===== src/logic/sac_consts.vh =====
// Constants for the successive-approximation converter control block
`ifndef SAC_CONSTS_VH
`define SAC_CONSTS_VH

// Register word indices; byte address is four times the index
`define SAC_IDX_CTRL       16'h7012
`define SAC_IDX_RESULT     16'h7014
`define SAC_IDX_CLKDIV     16'h7016
`define SAC_IDX_REFPIN     16'h7018
`define SAC_IDX_PINOUT     16'h701a
`define SAC_ADDR_W         18

// Control register fields
`define SAC_CTRL_START     15
`define SAC_CTRL_CH_HI     14
`define SAC_CTRL_CH_LO     12
`define SAC_CTRL_MULTI     11
`define SAC_CTRL_SINGLE    10
`define SAC_CTRL_RST       16'h0000
`define SAC_CTRL_WMASK     16'hfc00

// Result register fields
`define SAC_RES_BUSY       15
`define SAC_RES_RST        16'h7000

// Clock divider register
`define SAC_CLKDIV_RST     16'h7fff
`define SAC_CLKDIV_WMASK   16'h7fff

// Reference and pin control register
`define SAC_REF_HIDE       14
`define SAC_REF_RST        16'h0000
`define SAC_REF_WMASK      16'h7777

// Pin output control: enables in [7:4], values in [3:0]
`define SAC_PIN_EN_LO      4
`define SAC_PIN_RST        16'h0000
`define SAC_PIN_WMASK      16'h00ff

// Conversion sequencing
`define SAC_CONV_CYCLES    6'd32
`define SAC_START_DELAY    2'd3
`define SAC_CHANNELS       3'd6

`endif


===== src/logic/sac_top.v =====
// Conversion control for a 10-bit successive-approximation converter with APB registers
//
// The APB register port was chosen for this implementation.
`timescale 1ns/10ps
`include "sac_consts.vh"

module sac_top #(
	parameter DATA_W = 10
) (
	input  wire                clk_sys_i,
	input  wire                srst_i,
	input  wire                psel_i,
	input  wire                penable_i,
	input  wire                pwrite_i,
	input  wire [31:0]         paddr_i,
	input  wire [31:0]         pwdata_i,
	output wire [31:0]         prdata_o,
	output wire                pready_o,
	output wire                pslverr_o,
	output wire [2:0]          channel_select_o,
	output wire                conv_sample_o,
	output wire                conv_step_o,
	input  wire                comparator_i,
	input  wire                touch_press_n_i,
	output wire [15:0]         reference_and_pin_control_o,
	output wire [3:0]          shared_analog_pin_o,
	output wire [3:0]          shared_analog_pin_oe_o,
	output wire                conv_dma_req_o,
	output wire                conv_irq_o,
	output wire                touch_press_request_o
);

	// Sequencer states
	localparam ST_IDLE = 2'd0;
	localparam ST_ARM  = 2'd1;
	localparam ST_CONV = 2'd2;
	localparam ST_DONE = 2'd3;

	reg  [15:0]       ctrl_q;
	reg  [15:0]       clkdiv_q;
	reg  [15:0]       refpin_q;
	reg  [15:0]       pinout_q;
	reg  [14:0]       div_cnt_q;
	reg               tick_q;
	reg  [1:0]        state_q;
	reg  [1:0]        state_d;
	reg  [1:0]        arm_cnt_q;
	reg  [5:0]        bit_cnt_q;
	reg  [DATA_W-1:0] sar_q;
	reg               busy_q;
	reg  [2:0]        res_ch_q;
	reg  [DATA_W-1:0] res_val_q;
	reg               done_q;
	reg               rearm_q;
	reg  [31:0]       prdata_q;
	reg               touch_q;

	wire [15:0] word_idx;
	wire        addr_ok;
	wire        sel_ctrl;
	wire        sel_clkdiv;
	wire        sel_refpin;
	wire        sel_pinout;
	wire        wr_en;
	wire        rd_en;
	wire        start_bit;
	wire        single_mode;
	wire [2:0]  ch_sel;
	wire        ch_valid;
	wire [15:0] result_word;
	wire        hide_status;

	// Apply a write mask so reserved bits always stay zero
	function [15:0] wmask;
		input [15:0] old_v;
		input [15:0] new_v;
		input [15:0] mask;
		begin
			wmask = (old_v & ~mask) | (new_v & mask);
		end
	endfunction

	// APB decode; registers sit on word addresses, byte address is index times four
	assign word_idx   = paddr_i[17:2];
	assign addr_ok    = (paddr_i[31:`SAC_ADDR_W] == 14'h0000) && (paddr_i[1:0] == 2'b00);
	assign sel_ctrl   = addr_ok && (word_idx == `SAC_IDX_CTRL);
	assign sel_clkdiv = addr_ok && (word_idx == `SAC_IDX_CLKDIV);
	assign sel_refpin = addr_ok && (word_idx == `SAC_IDX_REFPIN);
	assign sel_pinout = addr_ok && (word_idx == `SAC_IDX_PINOUT);
	assign wr_en      = psel_i && penable_i && pwrite_i;
	assign rd_en      = psel_i && !penable_i && !pwrite_i;
	assign pready_o   = 1'b1;
	// Unmapped addresses and writes to the read-only result answer with an error
	assign pslverr_o  = psel_i && penable_i &&
	                    !(sel_ctrl || sel_clkdiv || sel_refpin || sel_pinout ||
	                      (!pwrite_i && addr_ok && word_idx == `SAC_IDX_RESULT));
	assign prdata_o   = prdata_q;

	assign start_bit   = ctrl_q[`SAC_CTRL_START];
	assign single_mode = ctrl_q[`SAC_CTRL_SINGLE];
	assign ch_sel      = ctrl_q[`SAC_CTRL_CH_HI:`SAC_CTRL_CH_LO];
	assign ch_valid    = (ch_sel < `SAC_CHANNELS);
	assign hide_status = refpin_q[`SAC_REF_HIDE];

	// Result word: status bits forced to zero when hidden for DMA capture
	assign result_word = hide_status ? {6'h00, res_val_q} :
	                     {busy_q, res_ch_q, 2'b00, res_val_q};

	// Registers; only srst_i (hardware reset) touches them, no halt input exists
	always @(posedge clk_sys_i) begin
		if (srst_i) begin
			ctrl_q   <= `SAC_CTRL_RST;
			clkdiv_q <= `SAC_CLKDIV_RST;
			refpin_q <= `SAC_REF_RST;
			pinout_q <= `SAC_PIN_RST;
		end else begin
			if (wr_en && sel_ctrl) begin
				ctrl_q <= wmask(ctrl_q, pwdata_i[15:0], `SAC_CTRL_WMASK);
			end else if (done_q && (single_mode || !start_bit)) begin
				// Single shot ends the sequence by dropping the start bit
				ctrl_q[`SAC_CTRL_START] <= 1'b0;
			end
			if (wr_en && sel_clkdiv) begin
				clkdiv_q <= wmask(clkdiv_q, pwdata_i[15:0], `SAC_CLKDIV_WMASK);
			end
			if (wr_en && sel_refpin) begin
				refpin_q <= wmask(refpin_q, pwdata_i[15:0], `SAC_REF_WMASK);
			end
			if (wr_en && sel_pinout) begin
				pinout_q <= wmask(pinout_q, pwdata_i[15:0], `SAC_PIN_WMASK);
			end
		end
	end

	// Read data captured in the setup phase so it stands through the access
	always @(posedge clk_sys_i) begin
		if (srst_i) begin
			prdata_q <= 32'h00000000;
		end else if (rd_en) begin
			if (sel_ctrl) begin
				prdata_q <= {16'h0000, ctrl_q};
			end else if (addr_ok && word_idx == `SAC_IDX_RESULT) begin
				prdata_q <= {16'h0000, result_word};
			end else if (sel_clkdiv) begin
				prdata_q <= {16'h0000, clkdiv_q};
			end else if (sel_refpin) begin
				prdata_q <= {16'h0000, refpin_q};
			end else if (sel_pinout) begin
				prdata_q <= {16'h0000, pinout_q};
			end else begin
				prdata_q <= 32'h00000000;
			end
		end
	end

	// Conversion clock tick once every divisor+1 system clocks
	always @(posedge clk_sys_i) begin
		if (srst_i) begin
			div_cnt_q <= 15'h0000;
			tick_q    <= 1'b0;
		end else if (div_cnt_q >= clkdiv_q[14:0]) begin
			div_cnt_q <= 15'h0000;
			tick_q    <= 1'b1;
		end else begin
			div_cnt_q <= div_cnt_q + 15'h0001;
			tick_q    <= 1'b0;
		end
	end

	// Next state of the sequencer
	always @* begin
		state_d = state_q;
		case (state_q)
			ST_IDLE: begin
				if (start_bit && !rearm_q && ch_valid) begin
					state_d = ST_ARM;
				end
			end
			ST_ARM: begin
				if (tick_q && arm_cnt_q == `SAC_START_DELAY - 2'd1) begin
					state_d = ST_CONV;
				end
			end
			ST_CONV: begin
				if (tick_q && bit_cnt_q == `SAC_CONV_CYCLES - 6'd1) begin
					state_d = ST_DONE;
				end
			end
			ST_DONE: begin
				// Continuous mode goes straight into the next sample
				state_d = (start_bit && !single_mode) ? ST_CONV : ST_IDLE;
			end
			default: begin
				state_d = ST_IDLE;
			end
		endcase
	end

	// Sequencer datapath: 32 ticks per sample, first 21 sample, then 10 bit trials and one last tick
	always @(posedge clk_sys_i) begin
		if (srst_i) begin
			state_q    <= ST_IDLE;
			arm_cnt_q  <= 2'd0;
			bit_cnt_q  <= 6'd0;
			sar_q      <= {DATA_W{1'b0}};
			busy_q     <= 1'b0;
			res_ch_q   <= 3'h7;
			res_val_q  <= {DATA_W{1'b0}};
			done_q     <= 1'b0;
			rearm_q    <= 1'b0;
		end else begin
			state_q <= state_d;
			done_q  <= 1'b0;
			// Single shot must see the start bit cleared before another run
			if (!start_bit) begin
				rearm_q <= 1'b0;
			end else if (state_q == ST_DONE && single_mode) begin
				rearm_q <= 1'b1;
			end
			if (state_q == ST_IDLE) begin
				arm_cnt_q <= 2'd0;
			end else if (state_q == ST_ARM && tick_q) begin
				arm_cnt_q <= arm_cnt_q + 2'd1;
			end
			if (state_d == ST_CONV && state_q != ST_CONV) begin
				busy_q    <= 1'b1;
				bit_cnt_q <= 6'd0;
				sar_q     <= {1'b1, {(DATA_W-1){1'b0}}};
			end else if (state_q == ST_CONV && tick_q) begin
				bit_cnt_q <= bit_cnt_q + 6'd1;
				// Bit trials run on ticks 21..30 after a long sample phase
				if (bit_cnt_q >= 6'd21 && bit_cnt_q <= 6'd30) begin
					if (!comparator_i) begin
						sar_q <= sar_q & ~({{(DATA_W-1){1'b0}}, 1'b1} << (6'd30 - bit_cnt_q));
					end
					if (bit_cnt_q != 6'd30) begin
						sar_q <= (comparator_i ? sar_q :
						          sar_q & ~({{(DATA_W-1){1'b0}}, 1'b1} << (6'd30 - bit_cnt_q))) |
						         ({{(DATA_W-1){1'b0}}, 1'b1} << (6'd29 - bit_cnt_q));
					end
				end
			end
			if (state_q == ST_CONV && state_d == ST_DONE) begin
				res_val_q  <= sar_q;
				res_ch_q   <= ch_sel;
				busy_q     <= 1'b0;
				done_q     <= 1'b1;
			end
		end
	end

	// Completion pulse feeds both DMA and the processor interrupt
	assign conv_dma_req_o = done_q;
	assign conv_irq_o     = done_q;

	// Pen press: touch line low, independent of the sequencer
	always @(posedge clk_sys_i) begin
		if (srst_i) begin
			touch_q <= 1'b0;
		end else begin
			touch_q <= !touch_press_n_i;
		end
	end
	assign touch_press_request_o = touch_q;

	// Analog front-end hooks
	assign channel_select_o            = ch_sel;
	assign conv_sample_o               = (state_q == ST_CONV) && (bit_cnt_q < 6'd21);
	assign conv_step_o                 = (state_q == ST_CONV) && tick_q;
	assign reference_and_pin_control_o = refpin_q;

	// Pin drivers: pin zero can only sink, so it is enabled only when its value is low
	assign shared_analog_pin_o[3:1]    = pinout_q[3:1];
	assign shared_analog_pin_o[0]      = 1'b0;
	assign shared_analog_pin_oe_o[3:1] = pinout_q[`SAC_PIN_EN_LO+3:`SAC_PIN_EN_LO+1];
	assign shared_analog_pin_oe_o[0]   = pinout_q[`SAC_PIN_EN_LO] && !pinout_q[0];

endmodule // sac_top


===== config.mk =====
export PLATFORM = sky130hd
export DESIGN_NAME = sac_top
export DESIGN_NICKNAME = d
export VERILOG_FILES = /design/src/logic/sac_top.v
export VERILOG_INCLUDE_DIRS = /design/src /design/src/logic
export SDC_FILE = /design/constraint.sdc
export NUM_CORES = 1
export LEC_CHECK = 0
export ABC_CLOCK_PERIOD_IN_PS = 6300
export BUFFER_PORTS_ARGS = -buffer_cell sky130_fd_sc_hd__clkbuf_2
export CAP_MARGIN = 20
export CORE_ASPECT_RATIO = 0.8
export CORE_UTILIZATION = 30
export CTS_CLUSTER_SIZE = 10
export DETAILED_ROUTE_END_ITERATION = 7
export GPL_ROUTABILITY_DRIVEN = 1
export GPL_TIMING_DRIVEN = 0
export PLACE_DENSITY_LB_ADDON = 0.3
export SLEW_MARGIN = 20
export SYNTH_ARGS = -nofsm -noshare
export SYNTH_HDL_FRONTEND = slang
export SYNTH_SLANG_ARGS = --single-unit

===== constraint.sdc =====
create_clock -name clk_sys_i -period 6.3 [get_ports clk_sys_i]
set_clock_uncertainty 0.05 [all_clocks]
set_input_delay 0.315 -clock clk_sys_i [delete_from_list [all_inputs] [get_ports clk_sys_i]]
set_output_delay 0.315 -clock clk_sys_i [all_outputs]
set_load 0.01 [all_outputs]

* Word-level counts from Yosys, hierarchy flattened
Index checks and enable logic that the tools add are counted.
** Operators by class
- Equality and inequality tests :: 14
- Bitwise logic cells :: 8
- Order comparisons :: 5
- Shift-type cells :: 2
- Multiplexer cells :: 20
- Reduce and logical (&&, ||, !) cells :: 57
- Add/sub/neg operators :: 5
** Operators with widths (count)
- 16-bit 2-to-1 mux :: 6
- 16-bit by 15-bit == test with 1-bit output, second input constant :: 5
- 10-bit 2-to-1 mux :: 5
- 16-bit by 15-bit bitwise OR with 16-bit output :: 2
- 1-bit logical AND :: 31
- 1-bit by 6-bit left shift with 10-bit output, first input constant :: 2
- 10-bit by 16-bit bitwise OR with 16-bit output :: 1
- 16-bit by 8-bit bitwise OR with 16-bit output :: 1
- 15-bit by 1-bit adder with 15-bit output, second input constant :: 1
- 15-bit >= comparator :: 1
- 14-bit logical NOT :: 1
- 5-bit by 6-bit subtractor with 6-bit output, first input constant :: 2
- 10-bit bitwise AND :: 1
- 2-bit == test, second input constant :: 5
- 10-bit inverter :: 1
- 10-bit bitwise OR :: 1
- 2-bit OR reduction :: 5
- 1-bit logical NOT :: 8
- 2-bit 2-to-1 mux :: 4
- 2-bit one-hot mux with 4 select lines :: 1
- 6-bit by 1-bit adder with 6-bit output, second input constant :: 1
- 6-bit by 5-bit == test with 1-bit output, second input constant :: 1
- 6-bit by 5-bit >= comparator with 1-bit output, second input constant :: 1
- 6-bit by 5-bit <= comparator with 1-bit output, second input constant :: 1
- other kinds (12) :: 23
** Storage, ports and cells
- Output and inout port bits :: 66
- Bits in registers :: 149
- Bits of input ports :: 71
- Word-level logic and storage cells :: 130

* Longest topological paths before layout
Gate-level depths: netlist (run 1).
- Depth in word-level cells :: 10
- Mapped depth :: 8
- Gate-level depth less buffers :: 7

* Least setup slack after synthesis (run 1)
OpenSTA, ideal clock, no wires.
- Path type :: reg2reg
- Start :: reg bit_cnt_q[1]
- End :: reg sar_q[5]
- Buffers on the path :: 1
- Path slack :: 4.096 ns
- Library setup time :: 0.117 ns
- Arrival :: 2.036 ns
- Stages on the path, launching flop included :: 8
- Cell sequence :: dfxtp_1 ha_1 clkbuf_1 inv_1 or3_1 a21oi_1 nand4_1 a32o_1
** Between the ends
- Cells in the longest elaborated chain, start to end :: 7
- Elaborated cells between the ends (all ways) :: 21
** RTL lines
- from (decl) :: RTL line sac_top.v:48 : reg [5:0] bit_cnt_q;
- from (signal assigned) :: RTL line sac_top.v:230 : bit_cnt_q <= bit_cnt_q + 6'd1;
- 5-bit by 6-bit subtractor with 6-bit output / 6-bit by 5-bit == test with 1-bit output (equally long branches) :: RTL line sac_top.v:234, sac_top.v:238, sac_top.v:185
- 1-bit by 6-bit left shift with 10-bit output / 1-bit logical AND (equally long branches) :: RTL line sac_top.v:234, sac_top.v:238, sac_top.v:185
- 10-bit inverter / 2-bit 2-to-1 mux (equally long branches) :: RTL line sac_top.v:234, sac_top.v:238, sac_top.v:185
- 10-bit bitwise AND / 2-bit one-hot mux with 4 select lines (equally long branches) :: RTL line sac_top.v:234, sac_top.v:238, sac_top.v:173
- 10-bit 2-to-1 mux / 2-bit == test (equally long branches) :: RTL line sac_top.v:233, sac_top.v:225
- 10-bit bitwise OR / 1-bit logical AND (equally long branches) :: RTL line sac_top.v:238, sac_top.v:225
- 10-bit 2-to-1 mux / 2-bit OR reduction (equally long branches)
- to (signal assigned) :: RTL line sac_top.v:228 : sar_q <= {1'b1, {(DATA_W-1){1'b0}}};
- to (signal assigned) :: RTL line sac_top.v:234 : sar_q <= sar_q & ~({{(DATA_W-1){1'b0}}, 1'b1} << (6'd30 - bit_cnt_q));
- to (signal assigned) :: RTL line sac_top.v:237 : sar_q <= (comparator_i ? sar_q :
- to (decl) :: RTL line sac_top.v:49 : reg [DATA_W-1:0] sar_q;
Several ways; a longest one is shown, not always the timed one.
A chain may end at the register's enable or synchronous reset.

* Worst setup path after layout (run 1)
- Start :: in paddr_i[7]
- End :: out pslverr_o
** Between the ends
- Cells in the longest elaborated chain, start to end :: 8
- Elaborated cells between the ends (all ways) :: 16
** RTL lines
- from (decl) :: RTL line sac_top.v:15 : input wire [31:0] paddr_i,
- 16-bit by 15-bit == test with 1-bit output (no source line)
- 1-bit logical AND, on equally long branches :: RTL line sac_top.v:86, sac_top.v:87
- 1-bit logical OR (3 in a row) :: RTL line sac_top.v:95 : !(sel_ctrl || sel_clkdiv || sel_refpin || sel_pinout ||
- 1-bit logical OR (*) :: RTL line sac_top.v:95
- 1-bit logical NOT (*) :: RTL line sac_top.v:95
- 1-bit logical AND (*) :: RTL line sac_top.v:94 : assign pslverr_o = psel_i && penable_i &&
- to (decl) :: RTL line sac_top.v:19 : output wire pslverr_o,
Every way passes the cells marked *; elsewhere a longest branch is shown, timed or not.

==> run_results.csv, run 1 <==
group,metric,value,unit
pwr,power_density,197,mW/mm^2
clocking,postCtsSetupRepairBufs,0,
sta,maxSlewHeadroom,37.9,%
logic_synthesis,synth.cell_area,0.00575,mm^2
sta,slew_violations,0,
global_route,overflow,0,
die,die_y,126,um
setup_path,cp_max_fo,6,
global_route,grt_max_degree,17,
worst_hold_path,hold-path-cell-count,2,
logic_synthesis,avgSynthCellArea,8.52,um^2
drt,ant_nets,0,
drt,avgRoutedWirePerCell,15.3,um
setup_path,crit_type,"primary input to output port",
placed_design,io_buffers,94,
layout,num_antenna_cells,0,
clocking,hold_buffers,0,
logic_synthesis,synth_ff_type,"dfxtp_1",
drt,drt_wl_total,16100,um
logic_synthesis,yosys_warnings,0,
logic_synthesis,synthArstFlopShare,0,%
die,ioPinCount,137,
logic_synthesis,ys_types,63,
layout,layout-drive-gt1-share,20.3,%
drt,num_vias,5158,
sta,hold_violations,0,
die,start_util,31.2,%
die,die_w,157,um
logic_synthesis,synth-edff-count,0,
sta,min_period,2790,ps
worst_hold_path,hold_class,"primary input to flop",
setup_path,cp-end-kind,"output port",
drt,drc,0,
logic_synthesis,ys_ff_latch,110,
logic_synthesis,syn_inst,675,
job,cap_violations,0,
clocking,h-tree-depth,3,
clocking,clock-sinks,110,
pwr,cellLeakagePower,2.88,nW
sta,finalCritPeriodShare,44.3,%
clocking,clkTransAtPathRegs,70,ps
setup_path,required,5930,ps
pwr,total_power,0.00136,W
die,die_area,0.0197,mm^2
clocking,cts_tree,"yes",
status,status,"completed",
sta,fmax,358,MHz
clocking,post_cts_resize_count,0,
global_route,track_usage,16.6,%
placed_design,place_congestion,0.895,
die,num_rows,44,
sta,rsz0062_at_grt,"no",
logic_synthesis,ys_seq_area_share,38.3,%
global_route,grt_pass1_wl,25400,um
pwr,ir_worst_vdd,0.120,mV
setup_path,startpoint_type,"primary input",
drt,viasPerCell,4.88,
layout,areaGrowthSynthToFinish,20.1,%
sta,setup_tns,0,ps
clocking,root_buffer,"clkbuf_16",
global_route,grt_pass1_vias,4745,
placed_design,dpl.hpwl,12800,um
setup_path,crit_arrival,2430,ps
setup_path,reg2regPathDepth,7,
drt,drt_first_pass_iters,5,
layout,mostFrequentLayoutCells,"dfxtp_1, nor2_1, clkbuf_2, nand2_1, a21oi_1",
die,fp.coreArea,0.0184,mm^2
sta,setup_violations,0,
clocking,insertion_delay,350,ps
clocking,cts_buffer_depth,2,
sta,tightest_slew,919,ps
layout,final_common_cell,"dfxtp_1",
clocking,cts_buffers,9,
global_route,antenna_found_initial,0,
layout,num-nets-final,894,
drt,drtIter0Drc,317,
## path summary, 6_finish.rpt
| path | startpoint | to | slack [ps] |
|---|---|---|---|
| hold / removal | touch_press_n_i | touch_press_request_o$_SDFF_PP0_ | 70 |
| setup / recovery | paddr_i[7] | pslverr_o | 3510 |
| hold reg to reg | sar_q[1]$_SDFFE_PP0P_ | res_val_q[1]$_SDFFE_PP0P_ | 410 |
| setup reg to reg | bit_cnt_q[1]$_SDFFE_PP0P_ | sar_q[2]$_SDFFE_PP0P_ | 3520 |
## cell usage after synthesis (15+ instances only)
cell,n,share of area (%)
dfxtp_1,110,38
inv_1,26,1.7
mux2i_1,26,4.5
clkbuf_1,23,1.5
nand2_1,61,4.0
buf_4,35,4.6
nand3_1,15,1.3
a21oi_1,36,3.1
a211o_1,15,2.3
ha_1,23,5.0
nand4_1,15,1.6
nor2_1,101,6.6
## through the flow
step	std cells	worst slack [ps]	hold WS [ps]	utilization [%]	cell area, um^2
final	1056	3510	68.1	37.4	6910
after global routing	1056	3320	59.1	37.4	6910
after CTS	1056	3450	66.9	37.4	6910
after detailed placement	1042	3200	399	35.9	6620
after global placement	1042	3200	387	35.8	6610
after floorplan	695	4100	337	-	5820
## state kept, by name, summed over array words and instances, names as in the netlist, 3 cells and up
name	flops
reference_and_pin_control_o	12
clkdiv_q	15
pinout_q	8
bit_cnt_q	6
res_val_q	10
div_cnt_q	15
prdata_o	16
sar_q	10
res_ch_q	3
ctrl_q	6
## cell type report
cell class,count,area [um^2]
clock inverters,3,46.3
well taps,253,317
repair buffers,94,470
inverters,27,101
fillers,1906,11500
multi-input cells,491,3130
plain buffers,67,392
clock buffers,11,243
flip-flops and latches,110,2200
## logic make-up after synthesis
group | share of synthesized area [%]
compound gates | 16.2
xor+xnor | 3.05
fa+ha+maj | 5.01
buf+inv | 8.58
flops | 38.3
mux | 4.72
other cells | 0.131
simple gates | 24.0
## metal layers
metal  vias up  global-route usage (%)  routed length (um)
met5         -                       0                   0
met4         0                    3.92                 158
met3         8                    3.44                1050
met2       175                    23.6                6550
met1      2386                    25.0                8350
li1       2589                       -                   -
## power by group
group | internal [W] | leakage [nW] | total, W | switching [W]
Combinational | 0.0000353 | 1.86 | 0.0000886 | 0.0000534
Clock | 0.000316 | 0.138 | 0.000571 | 0.000255
Sequential | 0.000697 | 0.887 | 0.000698 | 0.00000171
Total | 0.00105 | 2.88 | 0.00136 | 0.000310
## critical path, cell delays in order
cell and delay [ps]:
clkbuf_2 90, nor4b_1 800, nand4_1 550, nor2_1 380, a21oi_1 130, clkbuf_2 140
Note: power is estimated with default switching activity, not from simulation.
==> run 2: changes to the inputs <==
--- a/config.mk
+++ b/config.mk
@@ -6,7 +6,8 @@
 export SDC_FILE = /design/constraint.sdc
 export NUM_CORES = 1
 export LEC_CHECK = 0
-export ABC_CLOCK_PERIOD_IN_PS = 6300
+export ABC_AREA = 1
+export ABC_CLOCK_PERIOD_IN_PS = 2680
 export BUFFER_PORTS_ARGS = -buffer_cell sky130_fd_sc_hd__clkbuf_2
 export CAP_MARGIN = 20
 export CORE_ASPECT_RATIO = 0.8
==> constraint.sdc (replaced) <==
create_clock -name clk_sys_i -period 2.68 [get_ports clk_sys_i]
set_clock_uncertainty 0.05 [all_clocks]
set_input_delay 0.134 -clock clk_sys_i [delete_from_list [all_inputs] [get_ports clk_sys_i]]
set_output_delay 0.134 -clock clk_sys_i [all_outputs]
set_load 0.01 [all_outputs]
==> run 2 against run 1 <==
Utilization grew 0.21 points. Non-clock buffer count grew 10. Cell count grew 20%. Highest routed layer unchanged. Clock power grew 130%. Critical path depth grew 4. Synthesized area grew 8.1%. Combinational power grew 150%.
==> run_results.csv, run 2 <==
group,metric,value,unit
status,status,"completed",
placed_design,dpl.hpwl,14000,um
pwr,ir_worst_vdd,0.261,mV
global_route,antenna_found_initial,0,
setup_path,startpoint_type,"flop",
drt,avgRoutedWirePerCell,13.7,um
sta,rsz0062_at_grt,"no",
logic_synthesis,synthArstFlopShare,0,%
global_route,grt_pass1_wl,27100,um
clocking,h-tree-depth,3,
setup_path,crit_type,"flop to flop",
die,fp.coreArea,0.0201,mm^2
global_route,track_usage,16.7,%
logic_synthesis,yosysTopAreaCellShare,35.4,%
drt,wl_met3,1120,um
sta,fmax,483,MHz
clocking,root_buffer,"clkbuf_16",
layout,layout-drive-gt1-share,22.5,%
logic_synthesis,ys_types,46,
logic_synthesis,synth.cell_area,0.00621,mm^2
logic_synthesis,yosys-top-cells-count,"nand2_1, dfxtp_1, nor2_1",
sta,finalCritPeriodShare,77.3,%
clocking,clock-sinks,110,
sta,tightest_slew,729,ps
drt,drt_wl_total,17400,um
layout,areaGrowthSynthToFinish,21.7,%
logic_synthesis,yosys_warnings,0,
logic_synthesis,ys_seq_area_share,35.4,%
clocking,clkTransAtPathRegs,80,ps
logic_synthesis,synth_ff_type,"dfxtp_1",
clocking,postCtsSetupRepairBufs,0,
logic_synthesis,avgSynthCellArea,7.27,um^2
setup_path,cp-end-kind,"flop",
placed_design,place_congestion,0.879,
logic_synthesis,yosysMostFrequentCell,"nand2_1",
drt,num_vias,5861,
setup_path,cp_max_fo,10,
clocking,cts_buffer_depth,2,
drt,topRoutingLayerUsed,"met4",
setup_path,required,2850,ps
drt,drtIter0Drc,451,
global_route,grt_pass1_vias,5100,
logic_synthesis,syn_inst,855,
layout,mostFrequentLayoutCells,"nand2_1, dfxtp_1, nor2_1, clkbuf_2",
drt,drt_first_pass_iters,4,
clocking,cts_tree,"yes",
drt,met1_length,9130,um
die,num_rows,46,
die,start_util,30.9,%
drt,ant_nets,0,
sta,setup_tns,0,ps
logic_synthesis,synth_area_leader_cell,"dfxtp_1",
sta,maxSlewHeadroom,51.4,%
logic_synthesis,synth_area_leaders,"dfxtp_1, nand2_1, nand3_1",
global_route,grt_max_degree,18,
drt,viasPerCell,4.62,
drt,drc,0,
die,ioPinCount,137,
logic_synthesis,ys_ff_latch,110,
clocking,insertion_delay,360,ps
sta,hold_violations,0,
placed_design,io_buffers,98,
worst_hold_path,hold_class,"primary input to flop",
die,die_area,0.0213,mm^2
global_route,overflow,0,
clocking,cts_buffers,9,
job,cap_violations,0,
die,die_w,163,um
setup_path,crit_arrival,2240,ps
pwr,cellLeakagePower,3.64,nW
sta,min_period,2070,ps
sta,slew_violations,0,
layout,largest_reg_flops,16,
drt,wl_met2,7000,um
layout,final_common_cell,"nand2_1",
layout,num-nets-final,1095,
pwr,power_density,421,mW/mm^2
sta,whs,39.0,ps
die,die_y,131,um
logic_synthesis,synth-edff-count,0,
layout,num_antenna_cells,0,
sta,setup_violations,0,
==> run 2: kinds of logic (layout without fill, tap and decap cells) <==
| kind of cell | after synthesis | in the layout | share of synthesized area (%) |
|---|---|---|---|
| simple gates | 431 | 431 | 32.4 |
| fa+ha+maj | 23 | 23 | 4.63 |
| xor+xnor | 12 | 12 | 1.69 |
| flops | 110 | 110 | 35.4 |
| other cells | 2 | 22 | 0.121 |
| buf+inv | 151 | 281 | 12.7 |
| compound gates | 126 | 126 | 13.0 |
==> run 2: worst max-delay path: stages, from the launching register on <==
cell and delay, ps:
dfxtp_1 420, clkinv_1 320, ha_1 310, inv_1 50, nand4_1 110, nand3_1 150, nand2_2 120, nor2_4 190
nand3_1 100, nand2_1 70, a21oi_1 50
==> run 2: per-layer routing <==
| metal | track usage [%] | vias up |
|---|---|---|
| met2 | 24.1 | 182 |
| met1 | 25.2 | 2644 |
| li1 | - | 3027 |
| met3 | 3.06 | 8 |
| met4 | 3.79 | 0 |
| met5 | 0 | - |
==> run 2: worst paths after layout <==
check / startpoint / to / slack (ps) / cells past startpoint
setup / recovery: bit_cnt_q[0]$_SDFFE_PP0P_ / sar_q[5]$_SDFFE_PP0P_ / 610 / 10
hold / removal: pwdata_i[15] / ctrl_q[15]$_SDFFE_PP0P_ / 40 / 3
hold reg to reg: sar_q[1]$_SDFFE_PP0P_ / res_val_q[1]$_SDFFE_PP0P_ / 400 / 2
setup reg to reg: bit_cnt_q[0]$_SDFFE_PP0P_ / sar_q[5]$_SDFFE_PP0P_ / 610 / 10
==> run 2: final cells by class <==
cell class | count | area (um^2)
well taps | 264 | 330
clock buffers | 12 | 256
fillers | 2147 | 12500
flip-flops and latches | 110 | 2200
plain buffers | 56 | 420
clock inverters | 3 | 26.3
inverters | 95 | 368
multi-input cells | 614 | 3300
repair buffers | 115 | 661
==> run 2: power breakdown <==
part / total (W) / internal, W / switching, W / leakage, nW
Clock: 0.00132 / 0.000687 / 0.000633 / 0.140
Sequential: 0.00164 / 0.00164 / 0.00000530 / 0.887
Combinational: 0.000221 / 0.0000933 / 0.000127 / 2.62
Total: 0.00318 / 0.00242 / 0.000766 / 3.64
==> run 2: stage by stage <==
stage	area (um^2)	cells	setup WS (ps)	utilization (%)	total power, W
after floorplan	6290	875	976	-	0.00180
after global placement	7110	1237	622	35.4	0.00188
after detailed placement	7110	1237	613	35.4	0.00188
after CTS	7560	1269	595	37.7	0.00323
after global routing	7560	1269	421	37.7	0.00331
final	7560	1269	608	37.7	0.00318
==> run 2: timing repair <==
item / CTS / global route
hold buffers: 17 / 0
gates resized for setup: 0 / 0
hold endpoints to repair: 22 / 0
==> run 3: changes to the inputs <==
--- a/config.mk
+++ b/config.mk
@@ -7,7 +7,7 @@
 export NUM_CORES = 1
 export LEC_CHECK = 0
 export ABC_AREA = 1
-export ABC_CLOCK_PERIOD_IN_PS = 2680
+export ABC_CLOCK_PERIOD_IN_PS = 1850
 export BUFFER_PORTS_ARGS = -buffer_cell sky130_fd_sc_hd__clkbuf_2
 export CAP_MARGIN = 20
 export CORE_ASPECT_RATIO = 0.8
==> constraint.sdc (replaced) <==
create_clock -name clk_sys_i -period 1.85 [get_ports clk_sys_i]
set_clock_uncertainty 0.05 [all_clocks]
set_input_delay 0.0925 -clock clk_sys_i [delete_from_list [all_inputs] [get_ports clk_sys_i]]
set_output_delay 0.0925 -clock clk_sys_i [all_outputs]
set_load 0.01 [all_outputs]
==> run 3 against run 2 <==
First-iteration DRC count down 16%. Worst setup slack worse by 510 ps. Power grew 45%. Critical path depth shrank 1. Hold slack improved by 180 ps. Count of clock-buffer cells in the layout unchanged. Clock power grew 45%. Non-clock buffer count up 14.
==> run_results.csv, run 3 (synthesis results as in run 2) <==
group,metric,value,unit
job,cap_violations,0,
drt,avgRoutedWirePerCell,14.0,um
pwr,cellLeakagePower,3.72,nW
clocking,h-tree-depth,3,
layout,utilization,39.3,%
clocking,insertion_delay,360,ps
worst_hold_path,hold_class,"primary input to flop",
layout,final_area,0.00789,mm^2
drt,drtIter0Drc,381,
clocking,cts_buffers,9,
setup_path,crit_type,"flop to flop",
global_route,grt_max_degree,18,
layout,mostFrequentLayoutCells,"nand2_1, nor2_1, clkbuf_2, dfxtp_1, nand3_1",
drt,met1_length,9310,um
pwr,total_power,0.00463,W
pwr,power_frac_clock,41.4,%
die,die_y,131,um
setup_path,slowest_stage,"dfxtp_4",
die,die_w,163,um
pwr,power_density,587,mW/mm^2
drt,drc,0,
layout,largest_reg_flops,16,
placed_design,io_buffers,98,
pwr,p_int,0.00351,W
placed_design,postPlaceCellArea,0.00711,mm^2
layout,num_antenna_cells,0,
setup_path,cp_common_cell,"inv_1",
pwr,seqPwrFrac,51.4,%
global_route,grt_pass1_vias,5144,
sta,whs,215,ps
die,num_rows,46,
clocking,cts_tree,"yes",
setup_path,crit_family,"simple AND/OR/NAND/NOR gates",
clocking,root_buffer,"clkbuf_16",
drt,drt_wl_total,17900,um
sta,slew_violations,0,
drt,num_vias,5976,
drt,drt_first_pass_iters,5,
status,status,"completed",
sta,hold_violations,0,
die,start_util,30.9,%
pwr,switching_share,24.2,%
sta,finalCritPeriodShare,94.9,%
drt,topRoutingLayerUsed,"met4",
global_route,overflow,0,
global_route,grt_pass1_wl,27300,um
setup_path,path_buf_inv,2,
die,fp.coreArea,0.0201,mm^2
sta,fmax,570,MHz
sta,min_period,1760,ps
placed_design,place_congestion,0.879,
pwr,netSwitchingPower,0.00112,W
layout,layout-drive-gt1-share,28.6,%
setup_path,r2r_slack,90,ps
global_route,track_usage,16.8,%
setup_path,cp-end-kind,"flop",
clocking,cts_buffer_depth,2,
sta,tightest_slew,641,ps
setup_path,path_cells,"ha_4 > inv_1 > o21ai_0 > nand2_1 > nor2_2 > inv_1 > nor3_2 > nand3_1 > a21oi_1",
drt,ant_nets,0,
pwr,pwr-share-comb,7.2,%
die,die_area,0.0213,mm^2
setup_path,cpPeakStageDelay,410,ps
layout,num-nets-final,1109,
sta,maxSlewHeadroom,57.2,%
setup_path,cp_max_fo,7,
clocking,clock-sinks,110,
global_route,antenna_found_initial,0,
placed_design,dpl.hpwl,14000,um
sta,setup_tns,0,ps
layout,final_common_cell,"nand2_1",
setup_path,crit_arrival,2000,ps
drt,viasPerCell,4.66,
die,ioPinCount,137,
setup_path,required,2090,ps
sta,setup_violations,0,
pwr,ir_worst_vdd,0.383,mV
drt,wl_met2,7390,um
layout,areaGrowthSynthToFinish,27.0,%
setup_path,startpoint_type,"flop",
clocking,clkTransAtPathRegs,80,ps
sta,rsz0062_at_grt,"yes",
drt,wl_met3,1100,um
## run 3: layer usage
layer,track usage (%),vias up
met1,25.4,2723
met4,3.90,0
met5,0,-
met3,3.00,12
li1,-,3049
met2,24.2,192
## run 3: through the flow
stage	worst slack, ps	cells
finish	94.8	1283
global route	-27.8	1283
CTS	-17.4	1272
detailed placement	-217	1237
global placement	-208	1237
floorplan	146	875
## run 3: final timing paths
kind	from	end	cells after the start
min reg2reg	div_cnt_q[0]$_SDFF_PP0_	div_cnt_q[0]$_SDFF_PP0_	1
min	psel_i	prdata_o[0]$_SDFFE_PP0P_	4
max	bit_cnt_q[1]$_SDFFE_PP0P_	sar_q[8]$_SDFFE_PP0P_	9
max reg2reg	bit_cnt_q[1]$_SDFFE_PP0P_	sar_q[8]$_SDFFE_PP0P_	9
## run 3: layout make-up
cell class | count | area [um^2]
Clock buffer | 12 | 256
Inverter | 95 | 373
Clock inverter | 3 | 26.3
Fill cell | 2144 | 12200
Multi-Input combinational cell | 614 | 3470
Sequential cell | 110 | 2230
Buffer | 56 | 429
Timing Repair Buffer | 129 | 778
Tap cell | 264 | 330
## run 3: repair_timing
action                                  in CTS  in global routing
buffers inserted                             1                 10
endpoints found under the hold margin       42                  0
gates resized for setup                     12                 61
pin swaps                                    0                  8
cloned                                       0                  1
endpoints found under the setup margin      41                 53
hold buffers                                19                  0
## run 3: power by group through the flow
| stage | clock, W | sequential (W) | combinational, W |
|---|---|---|---|
| after floorplan | 0 | 0.00244 | 0.000167 |
| after global placement | 0 | 0.00244 | 0.000289 |
| after detailed placement | 0 | 0.00244 | 0.000291 |
| after CTS | 0.00197 | 0.00238 | 0.000326 |
| after global routing | 0.00205 | 0.00238 | 0.000371 |
| final | 0.00192 | 0.00238 | 0.000335 |
## run 3: worst min-delay path: cells and delay by family
kind / cells / cell delay [ps]
buffers and inverters: 1 / 80
AND/OR/NAND/NOR: 2 / 330
AO/OA/AOI/OAI: 1 / 50
